File: src/atr_pkg.sv
// Purpose: shared constants and types for trigger and output routing
// Assumes: 32-bit classic wishbone, byte addresses, one word per register
// Notes: the adc level is q1.15 of converter full scale; the magnitude level is in tenths of a dB
package atr_pkg;
  // register byte offsets
  localparam logic [7:0] OFF_CTRL = 8'h00;
  localparam logic [7:0] OFF_STAT = 8'h04;
  localparam logic [7:0] OFF_ADCLVL = 8'h08;
  localparam logic [7:0] OFF_MAGLVL = 8'h0c;
  localparam logic [7:0] OFF_TMO = 8'h10;
  localparam logic [7:0] OFF_QEVT = 8'h14;
  localparam logic [7:0] OFF_ERR = 8'h18;
  localparam logic [7:0] OFF_CMD = 8'h1c;
  localparam logic [7:0] OFF_HDATA = 8'h20;
  // control field positions
  localparam int CTL_SRC_LSB = 0;
  localparam int CTL_SLOPE = 3;
  localparam int CTL_PORT = 4;
  localparam int CTL_LBM_LSB = 5;
  // command bits
  localparam int CMD_TRIG = 0;
  localparam int CMD_ARM = 1;
  // reset values, limits and hysteresis
  localparam logic [15:0] ADC_LVL_RST = 16'h0000;
  localparam logic [15:0] ADC_LVL_MAX = 16'h7fff;
  localparam logic [15:0] ADC_LVL_MIN = 16'h8000;
  localparam logic [15:0] ADC_HYST = 16'h0040;
  // magnitude level in tenths of a dB, signed
  localparam logic [15:0] MAG_LVL_RST = 16'h0000;
  localparam logic [15:0] MAG_LVL_MAX = 16'h001e;
  localparam logic [15:0] MAG_LVL_MIN = 16'hfcae;
  localparam logic [15:0] MAG_HYST = 16'h001e;
  localparam logic [15:0] TMO_RST = 16'h0005;
  localparam int ERR_DEPTH = 8;
  localparam int BLK_LEN = 1024;
  // timing
  localparam int CLK_HZ = 100000000;
  localparam int SEC_CYC = CLK_HZ / 1;
  localparam int SAMPLE_HZ = 10000000;
  localparam int SAMPLE_DIV = CLK_HZ / SAMPLE_HZ;

  typedef enum logic [2:0] {SRC_OFF, SRC_AUTO, SRC_ADC, SRC_MAG, SRC_EXT} atr_src_t;
  typedef enum logic [1:0] {LBM_PIPE, LBM_GEN, LBM_TAIL, LBM_INS} atr_lbm_t;
  typedef struct packed {
    logic [15:0] data;
    logic last;
    logic valid;
  } atr_lbus_t;
endpackage

File: src/atr_top.sv
// Purpose: trigger source selection, arm/trigger state and data routing
// Assumes: sample enable from internal divider; inputs synchronous to mclk
// Notes: host side over classic wishbone, local bus as two struct links
//
// Our own choices: the register offsets and register access over Wishbone.
`timescale 1ns/100ps
module atr_top (
  input wire logic mclk,
  input wire logic srst,
  input wire logic [31:0] wb_adr_i,
  input wire logic [31:0] wb_dat_i,
  input wire logic [3:0] wb_sel_i,
  input wire logic wb_we_i,
  input wire logic wb_cyc_i,
  input wire logic wb_stb_i,
  output logic [31:0] wb_dat_o,
  output logic wb_ack_o,
  output logic wb_err_o,
  input wire logic [15:0] adc_sample,
  input wire logic [15:0] mag_db,
  input wire logic ext_trig,
  input wire logic bus_trig,
  input wire logic [7:0] ques_cond,
  input wire logic err_push,
  input wire logic [7:0] err_code,
  input wire atr_pkg::atr_lbus_t lb_left_in,
  input wire atr_pkg::atr_lbus_t lb_right_in,
  output atr_pkg::atr_lbus_t lb_right_out,
  output atr_pkg::atr_lbus_t lb_left_out,
  output logic trig_pulse,
  output logic wait_timeout
);
  typedef enum logic [1:0] {ST_IDLE, ST_ARM, ST_TRIG} atr_state_t;

  function automatic logic sel_hit(input logic [31:0] a, input logic [7:0] off);
    sel_hit = (a[7:0] == off) && (a[31:8] == 24'h000000);
  endfunction

  function automatic logic [15:0] clamp16(input logic [15:0] v, input logic [15:0] lo, input logic [15:0] hi);
    if ($signed(v) > $signed(hi)) begin
      clamp16 = hi;
    end else if ($signed(v) < $signed(lo)) begin
      clamp16 = lo;
    end else begin
      clamp16 = v;
    end
  endfunction

  ////////////////////////////////////////////////////////////////////////////
  // register file
  atr_pkg::atr_src_t src_r;
  atr_pkg::atr_lbm_t lbm_r;
  atr_state_t state_r;
  logic slope_neg_r;
  logic port_lbus_r;
  logic [15:0] adc_lvl_r;
  logic [15:0] mag_lvl_r;
  logic [15:0] tmo_r;
  logic [7:0] qevt_r;
  logic [7:0] err_q_r [atr_pkg::ERR_DEPTH];
  logic [3:0] err_cnt_r;
  logic [15:0] hdata_r;
  logic hdata_vld_r;
  logic ins_done_r;
  logic tail_own_r;
  logic [10:0] blk_cnt_r;
  logic req;
  logic wr;
  logic rd;
  logic mapped;
  logic cmd_trig;
  logic cmd_arm;
  logic [31:0] rdata;

  assign req = wb_cyc_i && wb_stb_i && !wb_ack_o && !wb_err_o;
  assign mapped = sel_hit(wb_adr_i, atr_pkg::OFF_CTRL) || sel_hit(wb_adr_i, atr_pkg::OFF_STAT)
    || sel_hit(wb_adr_i, atr_pkg::OFF_ADCLVL) || sel_hit(wb_adr_i, atr_pkg::OFF_MAGLVL)
    || sel_hit(wb_adr_i, atr_pkg::OFF_TMO) || sel_hit(wb_adr_i, atr_pkg::OFF_QEVT)
    || sel_hit(wb_adr_i, atr_pkg::OFF_ERR) || sel_hit(wb_adr_i, atr_pkg::OFF_CMD)
    || sel_hit(wb_adr_i, atr_pkg::OFF_HDATA);
  assign wr = req && mapped && wb_we_i && wb_sel_i[0];
  assign rd = req && mapped && !wb_we_i;
  assign cmd_trig = wr && sel_hit(wb_adr_i, atr_pkg::OFF_CMD) && wb_dat_i[atr_pkg::CMD_TRIG];
  assign cmd_arm = wr && sel_hit(wb_adr_i, atr_pkg::OFF_CMD) && wb_dat_i[atr_pkg::CMD_ARM];

  // single wait state answer: ack or err one cycle after request appears
  always_ff @(posedge mclk) begin
    if (srst) begin
      wb_ack_o <= 1'b0;
      wb_err_o <= 1'b0;
    end else begin
      wb_ack_o <= req && mapped;
      wb_err_o <= req && !mapped;
    end
  end

  always_ff @(posedge mclk) begin
    if (srst) begin
      src_r <= atr_pkg::SRC_AUTO;
      slope_neg_r <= 1'b0;
      port_lbus_r <= 1'b0;
      lbm_r <= atr_pkg::LBM_PIPE;
      adc_lvl_r <= atr_pkg::ADC_LVL_RST;
      mag_lvl_r <= atr_pkg::MAG_LVL_RST;
      tmo_r <= atr_pkg::TMO_RST;
    end else if (wr && sel_hit(wb_adr_i, atr_pkg::OFF_CTRL)) begin
      src_r <= (wb_dat_i[2:0] > 3'h4) ? atr_pkg::SRC_AUTO : atr_pkg::atr_src_t'(wb_dat_i[2:0]);
      slope_neg_r <= wb_dat_i[atr_pkg::CTL_SLOPE];
      port_lbus_r <= wb_dat_i[atr_pkg::CTL_PORT];
      lbm_r <= atr_pkg::atr_lbm_t'(wb_dat_i[atr_pkg::CTL_LBM_LSB +: 2]);
    end else if (wr && sel_hit(wb_adr_i, atr_pkg::OFF_ADCLVL)) begin
      adc_lvl_r <= clamp16(wb_dat_i[15:0], atr_pkg::ADC_LVL_MIN, atr_pkg::ADC_LVL_MAX);
    end else if (wr && sel_hit(wb_adr_i, atr_pkg::OFF_MAGLVL)) begin
      mag_lvl_r <= clamp16(wb_dat_i[15:0], atr_pkg::MAG_LVL_MIN, atr_pkg::MAG_LVL_MAX);
    end else if (wr && sel_hit(wb_adr_i, atr_pkg::OFF_TMO)) begin
      tmo_r <= (wb_dat_i[15:0] == 16'h0000) ? 16'h0001 : wb_dat_i[15:0];
    end
  end

  // questionable events: set wins over the read-clear
  always_ff @(posedge mclk) begin
    if (srst) begin
      qevt_r <= 8'h00;
    end else if (rd && sel_hit(wb_adr_i, atr_pkg::OFF_QEVT)) begin
      qevt_r <= ques_cond;
    end else begin
      qevt_r <= qevt_r | ques_cond;
    end
  end

  // error stack: newest first; a full stack drops the new entry
  logic err_pop;
  assign err_pop = rd && sel_hit(wb_adr_i, atr_pkg::OFF_ERR) && (err_cnt_r != 4'h0);
  always_ff @(posedge mclk) begin
    if (srst) begin
      err_cnt_r <= 4'h0;
    end else if (err_pop && !err_push) begin
      err_cnt_r <= err_cnt_r - 4'h1;
    end else if (err_push && !err_pop && err_cnt_r != 4'(atr_pkg::ERR_DEPTH)) begin
      err_cnt_r <= err_cnt_r + 4'h1;
    end
  end
  always_ff @(posedge mclk) begin
    if (err_push && err_pop) begin
      err_q_r[err_cnt_r[2:0] - 3'h1] <= err_code;
    end else if (err_push && err_cnt_r != 4'(atr_pkg::ERR_DEPTH)) begin
      err_q_r[err_cnt_r[2:0]] <= err_code;
    end
  end

  always_comb begin
    rdata = 32'h00000000;
    if (sel_hit(wb_adr_i, atr_pkg::OFF_CTRL)) begin
      rdata[6:0] = {lbm_r, port_lbus_r, slope_neg_r, src_r};
    end else if (sel_hit(wb_adr_i, atr_pkg::OFF_STAT)) begin
      rdata[4:0] = {err_cnt_r != 4'h0, hdata_vld_r, wait_timeout, state_r};
    end else if (sel_hit(wb_adr_i, atr_pkg::OFF_ADCLVL)) begin
      rdata[15:0] = adc_lvl_r;
    end else if (sel_hit(wb_adr_i, atr_pkg::OFF_MAGLVL)) begin
      rdata[15:0] = mag_lvl_r;
    end else if (sel_hit(wb_adr_i, atr_pkg::OFF_TMO)) begin
      rdata[15:0] = tmo_r;
    end else if (sel_hit(wb_adr_i, atr_pkg::OFF_QEVT)) begin
      rdata[7:0] = qevt_r;
    end else if (sel_hit(wb_adr_i, atr_pkg::OFF_ERR)) begin
      // bit 8 set means no error; code then reads 0
      rdata[8:0] = (err_cnt_r == 4'h0) ? 9'h100 : {1'b0, err_q_r[err_cnt_r[2:0] - 3'h1]};
    end else if (sel_hit(wb_adr_i, atr_pkg::OFF_HDATA)) begin
      rdata[16:0] = {hdata_vld_r, hdata_r};
    end
  end

  always_ff @(posedge mclk) begin
    if (srst) begin
      wb_dat_o <= 32'h00000000;
    end else begin
      wb_dat_o <= rd ? rdata : 32'h00000000;
    end
  end

  ////////////////////////////////////////////////////////////////////////////
  // sample enable and trigger detection
  logic [3:0] div_r;
  logic smp_en;
  assign smp_en = (div_r == 4'(atr_pkg::SAMPLE_DIV - 1));
  always_ff @(posedge mclk) begin
    if (srst || smp_en) begin
      div_r <= 4'h0;
    end else begin
      div_r <= div_r + 4'h1;
    end
  end

  logic adc_above_r;
  logic mag_above_r;
  logic ext_r;
  logic cond;
  logic cond_r;
  logic edge_hit;
  logic signed [16:0] adc_hi;
  logic signed [16:0] adc_lo;
  // one guard bit so a level near full scale cannot wrap the band
  assign adc_hi = $signed({adc_lvl_r[15], adc_lvl_r}) + $signed({1'b0, atr_pkg::ADC_HYST});
  assign adc_lo = $signed({adc_lvl_r[15], adc_lvl_r}) - $signed({1'b0, atr_pkg::ADC_HYST});
  // conditions only move on a sample enable, so shorter pulses can be missed
  always_ff @(posedge mclk) begin
    if (srst) begin
      adc_above_r <= 1'b0;
      mag_above_r <= 1'b0;
      ext_r <= 1'b0;
    end else if (smp_en) begin
      ext_r <= ext_trig;
      if ($signed({adc_sample[15], adc_sample}) > adc_hi) begin
        adc_above_r <= 1'b1;
      end else if ($signed({adc_sample[15], adc_sample}) < adc_lo) begin
        adc_above_r <= 1'b0;
      end
      if ($signed(mag_db) >= $signed(mag_lvl_r)) begin
        mag_above_r <= 1'b1;
      end else if ($signed(mag_db) < $signed(mag_lvl_r) - $signed(atr_pkg::MAG_HYST)) begin
        mag_above_r <= 1'b0;
      end
    end
  end

  always_comb begin
    unique case (src_r)
      atr_pkg::SRC_ADC: cond = adc_above_r;
      atr_pkg::SRC_MAG: cond = mag_above_r;
      atr_pkg::SRC_EXT: cond = ext_r;
      default: cond = 1'b0;
    endcase
  end
  always_ff @(posedge mclk) begin
    if (srst) begin
      cond_r <= 1'b0;
    end else if (smp_en) begin
      cond_r <= cond;
    end
  end
  assign edge_hit = smp_en && (slope_neg_r ? (cond_r && !cond) : (!cond_r && cond));

  ////////////////////////////////////////////////////////////////////////////
  // measurement state
  logic fire;
  logic blk_end;
  always_comb begin
    unique case (src_r)
      atr_pkg::SRC_OFF: fire = 1'b0;
      atr_pkg::SRC_AUTO: fire = 1'b1;
      default: fire = edge_hit;
    endcase
    fire = fire || cmd_trig || bus_trig;
  end
  assign blk_end = smp_en && (blk_cnt_r == 11'(atr_pkg::BLK_LEN - 1));

  always_ff @(posedge mclk) begin
    if (srst) begin
      state_r <= ST_IDLE;
      trig_pulse <= 1'b0;
    end else begin
      trig_pulse <= 1'b0;
      unique case (state_r)
        ST_IDLE: if (cmd_arm) begin
          state_r <= ST_ARM;
        end
        ST_ARM: if (fire) begin
          state_r <= ST_TRIG;
          trig_pulse <= 1'b1;
        end
        ST_TRIG: if (blk_end) begin
          state_r <= ST_IDLE;
        end
      endcase
    end
  end

  // wait timer counts while armed, in whole seconds
  logic [26:0] sec_cnt_r;
  logic [15:0] secs_r;
  always_ff @(posedge mclk) begin
    if (srst || state_r != ST_ARM) begin
      sec_cnt_r <= 27'h0;
      secs_r <= 16'h0;
      wait_timeout <= 1'b0;
    end else if (sec_cnt_r == 27'(atr_pkg::SEC_CYC - 1)) begin
      sec_cnt_r <= 27'h0;
      secs_r <= secs_r + 16'h1;
      if (secs_r + 16'h1 >= tmo_r) begin
        wait_timeout <= 1'b1;
      end
    end else begin
      sec_cnt_r <= sec_cnt_r + 27'h1;
    end
  end

  ////////////////////////////////////////////////////////////////////////////
  // data routing
  logic own_lbus;
  logic gen_on;
  assign own_lbus = port_lbus_r && state_r == ST_TRIG && smp_en;
  assign gen_on = (lbm_r == atr_pkg::LBM_GEN) || (lbm_r == atr_pkg::LBM_INS && !ins_done_r);

  always_ff @(posedge mclk) begin
    if (srst || state_r != ST_TRIG) begin
      blk_cnt_r <= 11'h0;
    end else if (smp_en) begin
      blk_cnt_r <= blk_cnt_r + 11'h1;
    end
  end

  always_ff @(posedge mclk) begin
    if (srst || lbm_r != atr_pkg::LBM_INS) begin
      ins_done_r <= 1'b0;
    end else if (own_lbus && gen_on && blk_end) begin
      ins_done_r <= 1'b1;
    end
  end

  always_ff @(posedge mclk) begin
    if (srst || lbm_r != atr_pkg::LBM_TAIL) begin
      tail_own_r <= 1'b0;
    end else if (lb_right_in.valid && lb_right_in.last) begin
      tail_own_r <= 1'b1;
    end else if (own_lbus && blk_end) begin
      tail_own_r <= 1'b0;
    end
  end

  always_ff @(posedge mclk) begin
    if (srst) begin
      lb_right_out <= '0;
      lb_left_out <= '0;
    end else begin
      lb_right_out <= lb_left_in;
      lb_left_out <= '0;
      if (port_lbus_r && gen_on) begin
        lb_right_out <= '{data: adc_sample, last: blk_end, valid: own_lbus};
      end else if (port_lbus_r && lbm_r == atr_pkg::LBM_TAIL) begin
        lb_right_out <= '0;
        if (tail_own_r) begin
          lb_left_out <= '{data: adc_sample, last: blk_end, valid: own_lbus};
        end else begin
          lb_left_out <= lb_right_in;
        end
      end
    end
  end

  // host data register holds the latest triggered sample taken with the host port selected
  always_ff @(posedge mclk) begin
    if (srst) begin
      hdata_r <= 16'h0000;
      hdata_vld_r <= 1'b0;
    end else if (!port_lbus_r && state_r == ST_TRIG && smp_en) begin
      hdata_r <= adc_sample;
      hdata_vld_r <= 1'b1;
    end else if (rd && sel_hit(wb_adr_i, atr_pkg::OFF_HDATA)) begin
      hdata_vld_r <= 1'b0;
    end
  end

  ////////////////////////////////////////////////////////////////////////////
  // checks
  auto_fires_a: assert property (@(posedge mclk) disable iff (srst)
    state_r == ST_ARM && src_r == atr_pkg::SRC_AUTO |=> state_r == ST_TRIG)
    else $error("auto source did not trigger");
  off_holds_a: assert property (@(posedge mclk) disable iff (srst)
    state_r == ST_ARM && src_r == atr_pkg::SRC_OFF && !cmd_trig && !bus_trig |=> state_r == ST_ARM)
    else $error("off source left armed state");
  man_trig_a: assert property (@(posedge mclk) disable iff (srst)
    state_r == ST_ARM && cmd_trig |=> state_r == ST_TRIG && trig_pulse)
    else $error("manual trigger ignored");
  qevt_clear_a: assert property (@(posedge mclk) disable iff (srst)
    rd && sel_hit(wb_adr_i, atr_pkg::OFF_QEVT) && ques_cond == 8'h00 |=> qevt_r == 8'h00)
    else $error("event register not cleared by read");
  adc_clamp_a: assert property (@(posedge mclk) disable iff (srst)
    wr && sel_hit(wb_adr_i, atr_pkg::OFF_ADCLVL) |=> adc_lvl_r == $past(wb_dat_i[15:0]))
    else $error("adc level not stored");
  mag_range_a: assert property (@(posedge mclk) disable iff (srst)
    $signed(mag_lvl_r) >= $signed(atr_pkg::MAG_LVL_MIN) && $signed(mag_lvl_r) <= $signed(atr_pkg::MAG_LVL_MAX))
    else $error("magnitude level out of range");
  cond_hold_a: assert property (@(posedge mclk) disable iff (srst)
    !smp_en |=> $stable(cond_r))
    else $error("condition moved off sample enable");
  pipe_fwd_a: assert property (@(posedge mclk) disable iff (srst)
    !port_lbus_r |=> lb_right_out == $past(lb_left_in))
    else $error("pipeline did not forward");
  err_empty_a: assert property (@(posedge mclk) disable iff (srst)
    rd && sel_hit(wb_adr_i, atr_pkg::OFF_ERR) && err_cnt_r == 4'h0 |=> wb_dat_o == 32'h00000100)
    else $error("empty error read wrong");
endmodule

File: config.mk
export PLATFORM = sky130hd
export DESIGN_NAME = atr_top
export DESIGN_NICKNAME = d
export VERILOG_FILES = /design/src/atr_pkg.sv /design/src/atr_top.sv
export SDC_FILE = /design/constraint.sdc
export NUM_CORES = 1
export LEC_CHECK = 0
export BUFFER_PORTS_ARGS = -buffer_cell sky130_fd_sc_hd__buf_2
export CAP_MARGIN = 0
export CORE_ASPECT_RATIO = 1.25
export CORE_MARGIN = 2
export CORE_UTILIZATION = 30
export CTS_BUF_LIST = sky130_fd_sc_hd__clkbuf_8
export DETAILED_ROUTE_END_ITERATION = 10
export GPL_TIMING_DRIVEN = 0
export PLACE_DENSITY_LB_ADDON = 0.15
export RECOVER_POWER = 50
export SETUP_SLACK_MARGIN = 0.15
export SLEW_MARGIN = 20
export SYNTH_ARGS = -nofsm -noshare
export SYNTH_HDL_FRONTEND = slang
export SYNTH_SLANG_ARGS = --single-unit
File: constraint.sdc
create_clock -name mclk -period 8.3 [get_ports mclk]
set_clock_uncertainty 0.2 [all_clocks]
set_input_delay 1.66 -clock mclk [delete_from_list [all_inputs] [get_ports mclk]]
set_output_delay 1.66 -clock mclk [all_outputs]
set_load 0.01 [all_outputs]
==> impl_metrics.json <==
{
  "pwr_density_cell_nw_per_um2": 172,
  "synthTopCellsByCount": "207 x dfxtp_1, 160 x nor2_1, 137 x nand2_1",
  "io_pins": 232,
  "netlist_top_cells_area": "dfxtp_1 30%, edfxtp_1 14%, ha_1 7.9%, nor2_1 4.3%, nand2_1 3.7%",
  "syn_inst": 1472,
  "rrSetupSlack_ns": 3.65,
  "synth_edf_count": 64,
  "ant_nets": 0,
  "fin_crit_sh": 0.579,
  "fp.dieW_microns": 197,
  "synth_area_leader_cell": "dfxtp_1",
  "drt-met1-wl_mm": 18.6,
  "clkSinkCount": 271,
  "wl_met3_mm": 2.42,
  "setup_violations": 0,
  "synth_area_per_cell_sq_um": 9.45,
  "path_max_fanout": 8,
  "slew_headroom": 0.247,
  "routed_wl_mm": 45.0,
  "report.final.slew_viol_count": 0,
  "htree_num_levels": 2,
  "cap_viol_max_count": 0,
  "vdd_drop_max_mv": 0.130,
  "status": "finished clean",
  "synth-seq-area-share": 0.436,
  "async_flop_share": 0,
  "fin_nets": 1981,
  "coreArea_sq_um": 46000,
  "drc": 0,
  "vias": 11950,
  "worstPathArrival_ns": 4.84,
  "grt_overflow": 0,
  "gp_congestion": 0.864,
  "initial_core_util": 0.302,
  "clk_latency_ns": 0.62,
  "start_kind": "input port",
  "syn_to_final_growth_pct": 18.6,
  "postCtsSetupRepairBufs": 0,
  "synth_top_flop_cell": "dfxtp_1",
  "fin_util": 0.359,
  "postCtsHoldBufs": 0,
  "reg2reg_from": "err_cnt_r[0]",
  "yosysWarnings": 0,
  "pre_cts_slack_ns": 2.82,
  "grt_max_degree": 13,
  "cts_resized": 0,
  "top_layer": "met5",
  "netlist_area_sq_um": 13900,
  "ys_ff_latch": 271,
  "total_power_mw": 2.84,
  "layout_setup_ws_ns": 3.49,
  "dr.pass1.iters": 5,
  "tightest_slew_ns": 1.12,
  "hold_viol": 0,
  "grt_usage": 0.187,
  "viasPerCell": 5.07,
  "wl_met2_mm": 22.9,
  "cts_inserted_buffers": 49,
  "rows": 88,
  "cp.required_ns": 8.33,
  "first_iter_violations": 664,
  "rsz0062_at_grt": "no",
  "post-synth-top-count-cell": "dfxtp_1",
  "io_buffers": 196,
  "dieArea_sq_um": 48100,
  "dp_hpwl_mm": 34.8,
  "first_global_vias": 11804,
  "wl_per_cell_microns": 19.1,
  "grt_pass1_wl_mm": 68.7,
  "drive_gt1_frac": 0.150,
  "synth_top_area_frac": 0.298,
  "worstHoldStart": "sec_cnt_r[0]",
  "hold_depth": 1,
  "cts_tree": "done",
  "period_needed_ns": 4.81,
  "cp-startpoint": "wb_adr_i[1]",
  "fin_setup_tns_ns": 0,
  "clkTransAtPathRegs_ns": 0.05,
  "fmax_ghz": 0.208,
  "worstSetupPathType": "in2reg",
  "antenna_found_initial": 7,
  "min_path_type": "reg2reg",
  "clk_path_buf_depth": 3,
  "ys_types": 80,
  "cp-end-kind": "register",
  "die_h_microns": 245,
  "p_leak_nw": 6.04,
  "cts-root-buf": "clkbuf_8",
  "reg2regPathDepth": 11
}
[critical path: stages]
cell	delay, ns
buf_2	0.12
nor4b_1	0.94
nand2_1	0.26
nor4_1	0.72
and3_1	0.26
o21ai_0	0.11
nor2_1	0.75
[cells by family after synthesis]
logic type	after synthesis	synth area share
AOI/OAI and AO/OA	275	0.128
buffers and inverters	144	0.0454
xor gates and xnor gates	86	0.0541
and+or+nand+nor	543	0.195
other	1	0.000270
DFF	271	0.436
adders and majority gates	88	0.0791
muxes	64	0.0615
[path summary, 6_finish.rpt]
kind	endpoint
min reg2reg	sec_cnt_r[0]
min	sec_cnt_r[0]
max	err_q_r[0][7]
max reg2reg	err_q_r[0][7]
[state kept, by name, summed over array words and instances (netlist names), 16 cells and up]
signal	cells
err_q_r	64
wb_dat_o	17
hdata_r	16
secs_r	16
tmo_r	16
lb_right_out	18
mag_lvl_r	16
sec_cnt_r	27
lb_left_out	18
adc_lvl_r	16
[layout make-up]
cell class / count / area [sq um]
inverters: 67 / 251
clock buffers: 56 / 771
well taps: 585 / 732
repair buffers: 196 / 898
fillers: 4830 / 29500
flip-flops and latches: 271 / 6070
multi-input cells: 1071 / 7250
plain buffers: 77 / 367
clock inverters: 32 / 161
diodes: 4 / 10.0
[layout by cell type, fill, tap and decap left out, drive strengths merged, types with 9 or more instances in the layout]
master	Yosys	routed
dfxtp	207	207
clkbuf	43	170
nor2	160	160
buf	34	159
nand2	139	139
a21oi	89	89
ha	88	88
inv	67	86
edfxtp	64	64
nand3	55	55
xnor2	48	48
a22oi	44	44
o21ai	44	44
xor2	38	38
mux2i	36	36
nor3	33	33
and3	27	27
nor4	27	27
nand4	23	23
or3	19	19
mux4	16	16
conb	1	15
o211ai	13	13
a211oi	12	12
a22o	12	12
nand2b	12	12
mux2	12	12
a31oi	9	9
nor2b	9	9
clkinv	0	9
[where the power goes]
group          total (mW)  switching [mW]  internal (mW)
Combinational       0.237           0.140         0.0970
Sequential           1.38         0.00824           1.37
Clock                1.22           0.578          0.643
[routing by layer]
layer,track usage,vias to the layer above
met5,0,-
met4,0.0553,6
met3,0.0404,82
met2,0.337,306
met1,0.222,5705
li1,-,5851
[per-stage QoR]
stage | instances | area, sq um | hold WS [ns]
3_5_place_dp | 2267 | 15700 | 0.241
6_report | 2359 | 16500 | 0.243
3_3_place_gp | 2267 | 15700 | 0.223
4_1_cts | 2355 | 16600 | 0.248
2_1_floorplan | 1486 | 14000 | 0.213
5_1_grt | 2357 | 16500 | 0.276
No activity file was read; power rests on OpenSTA's default activity.
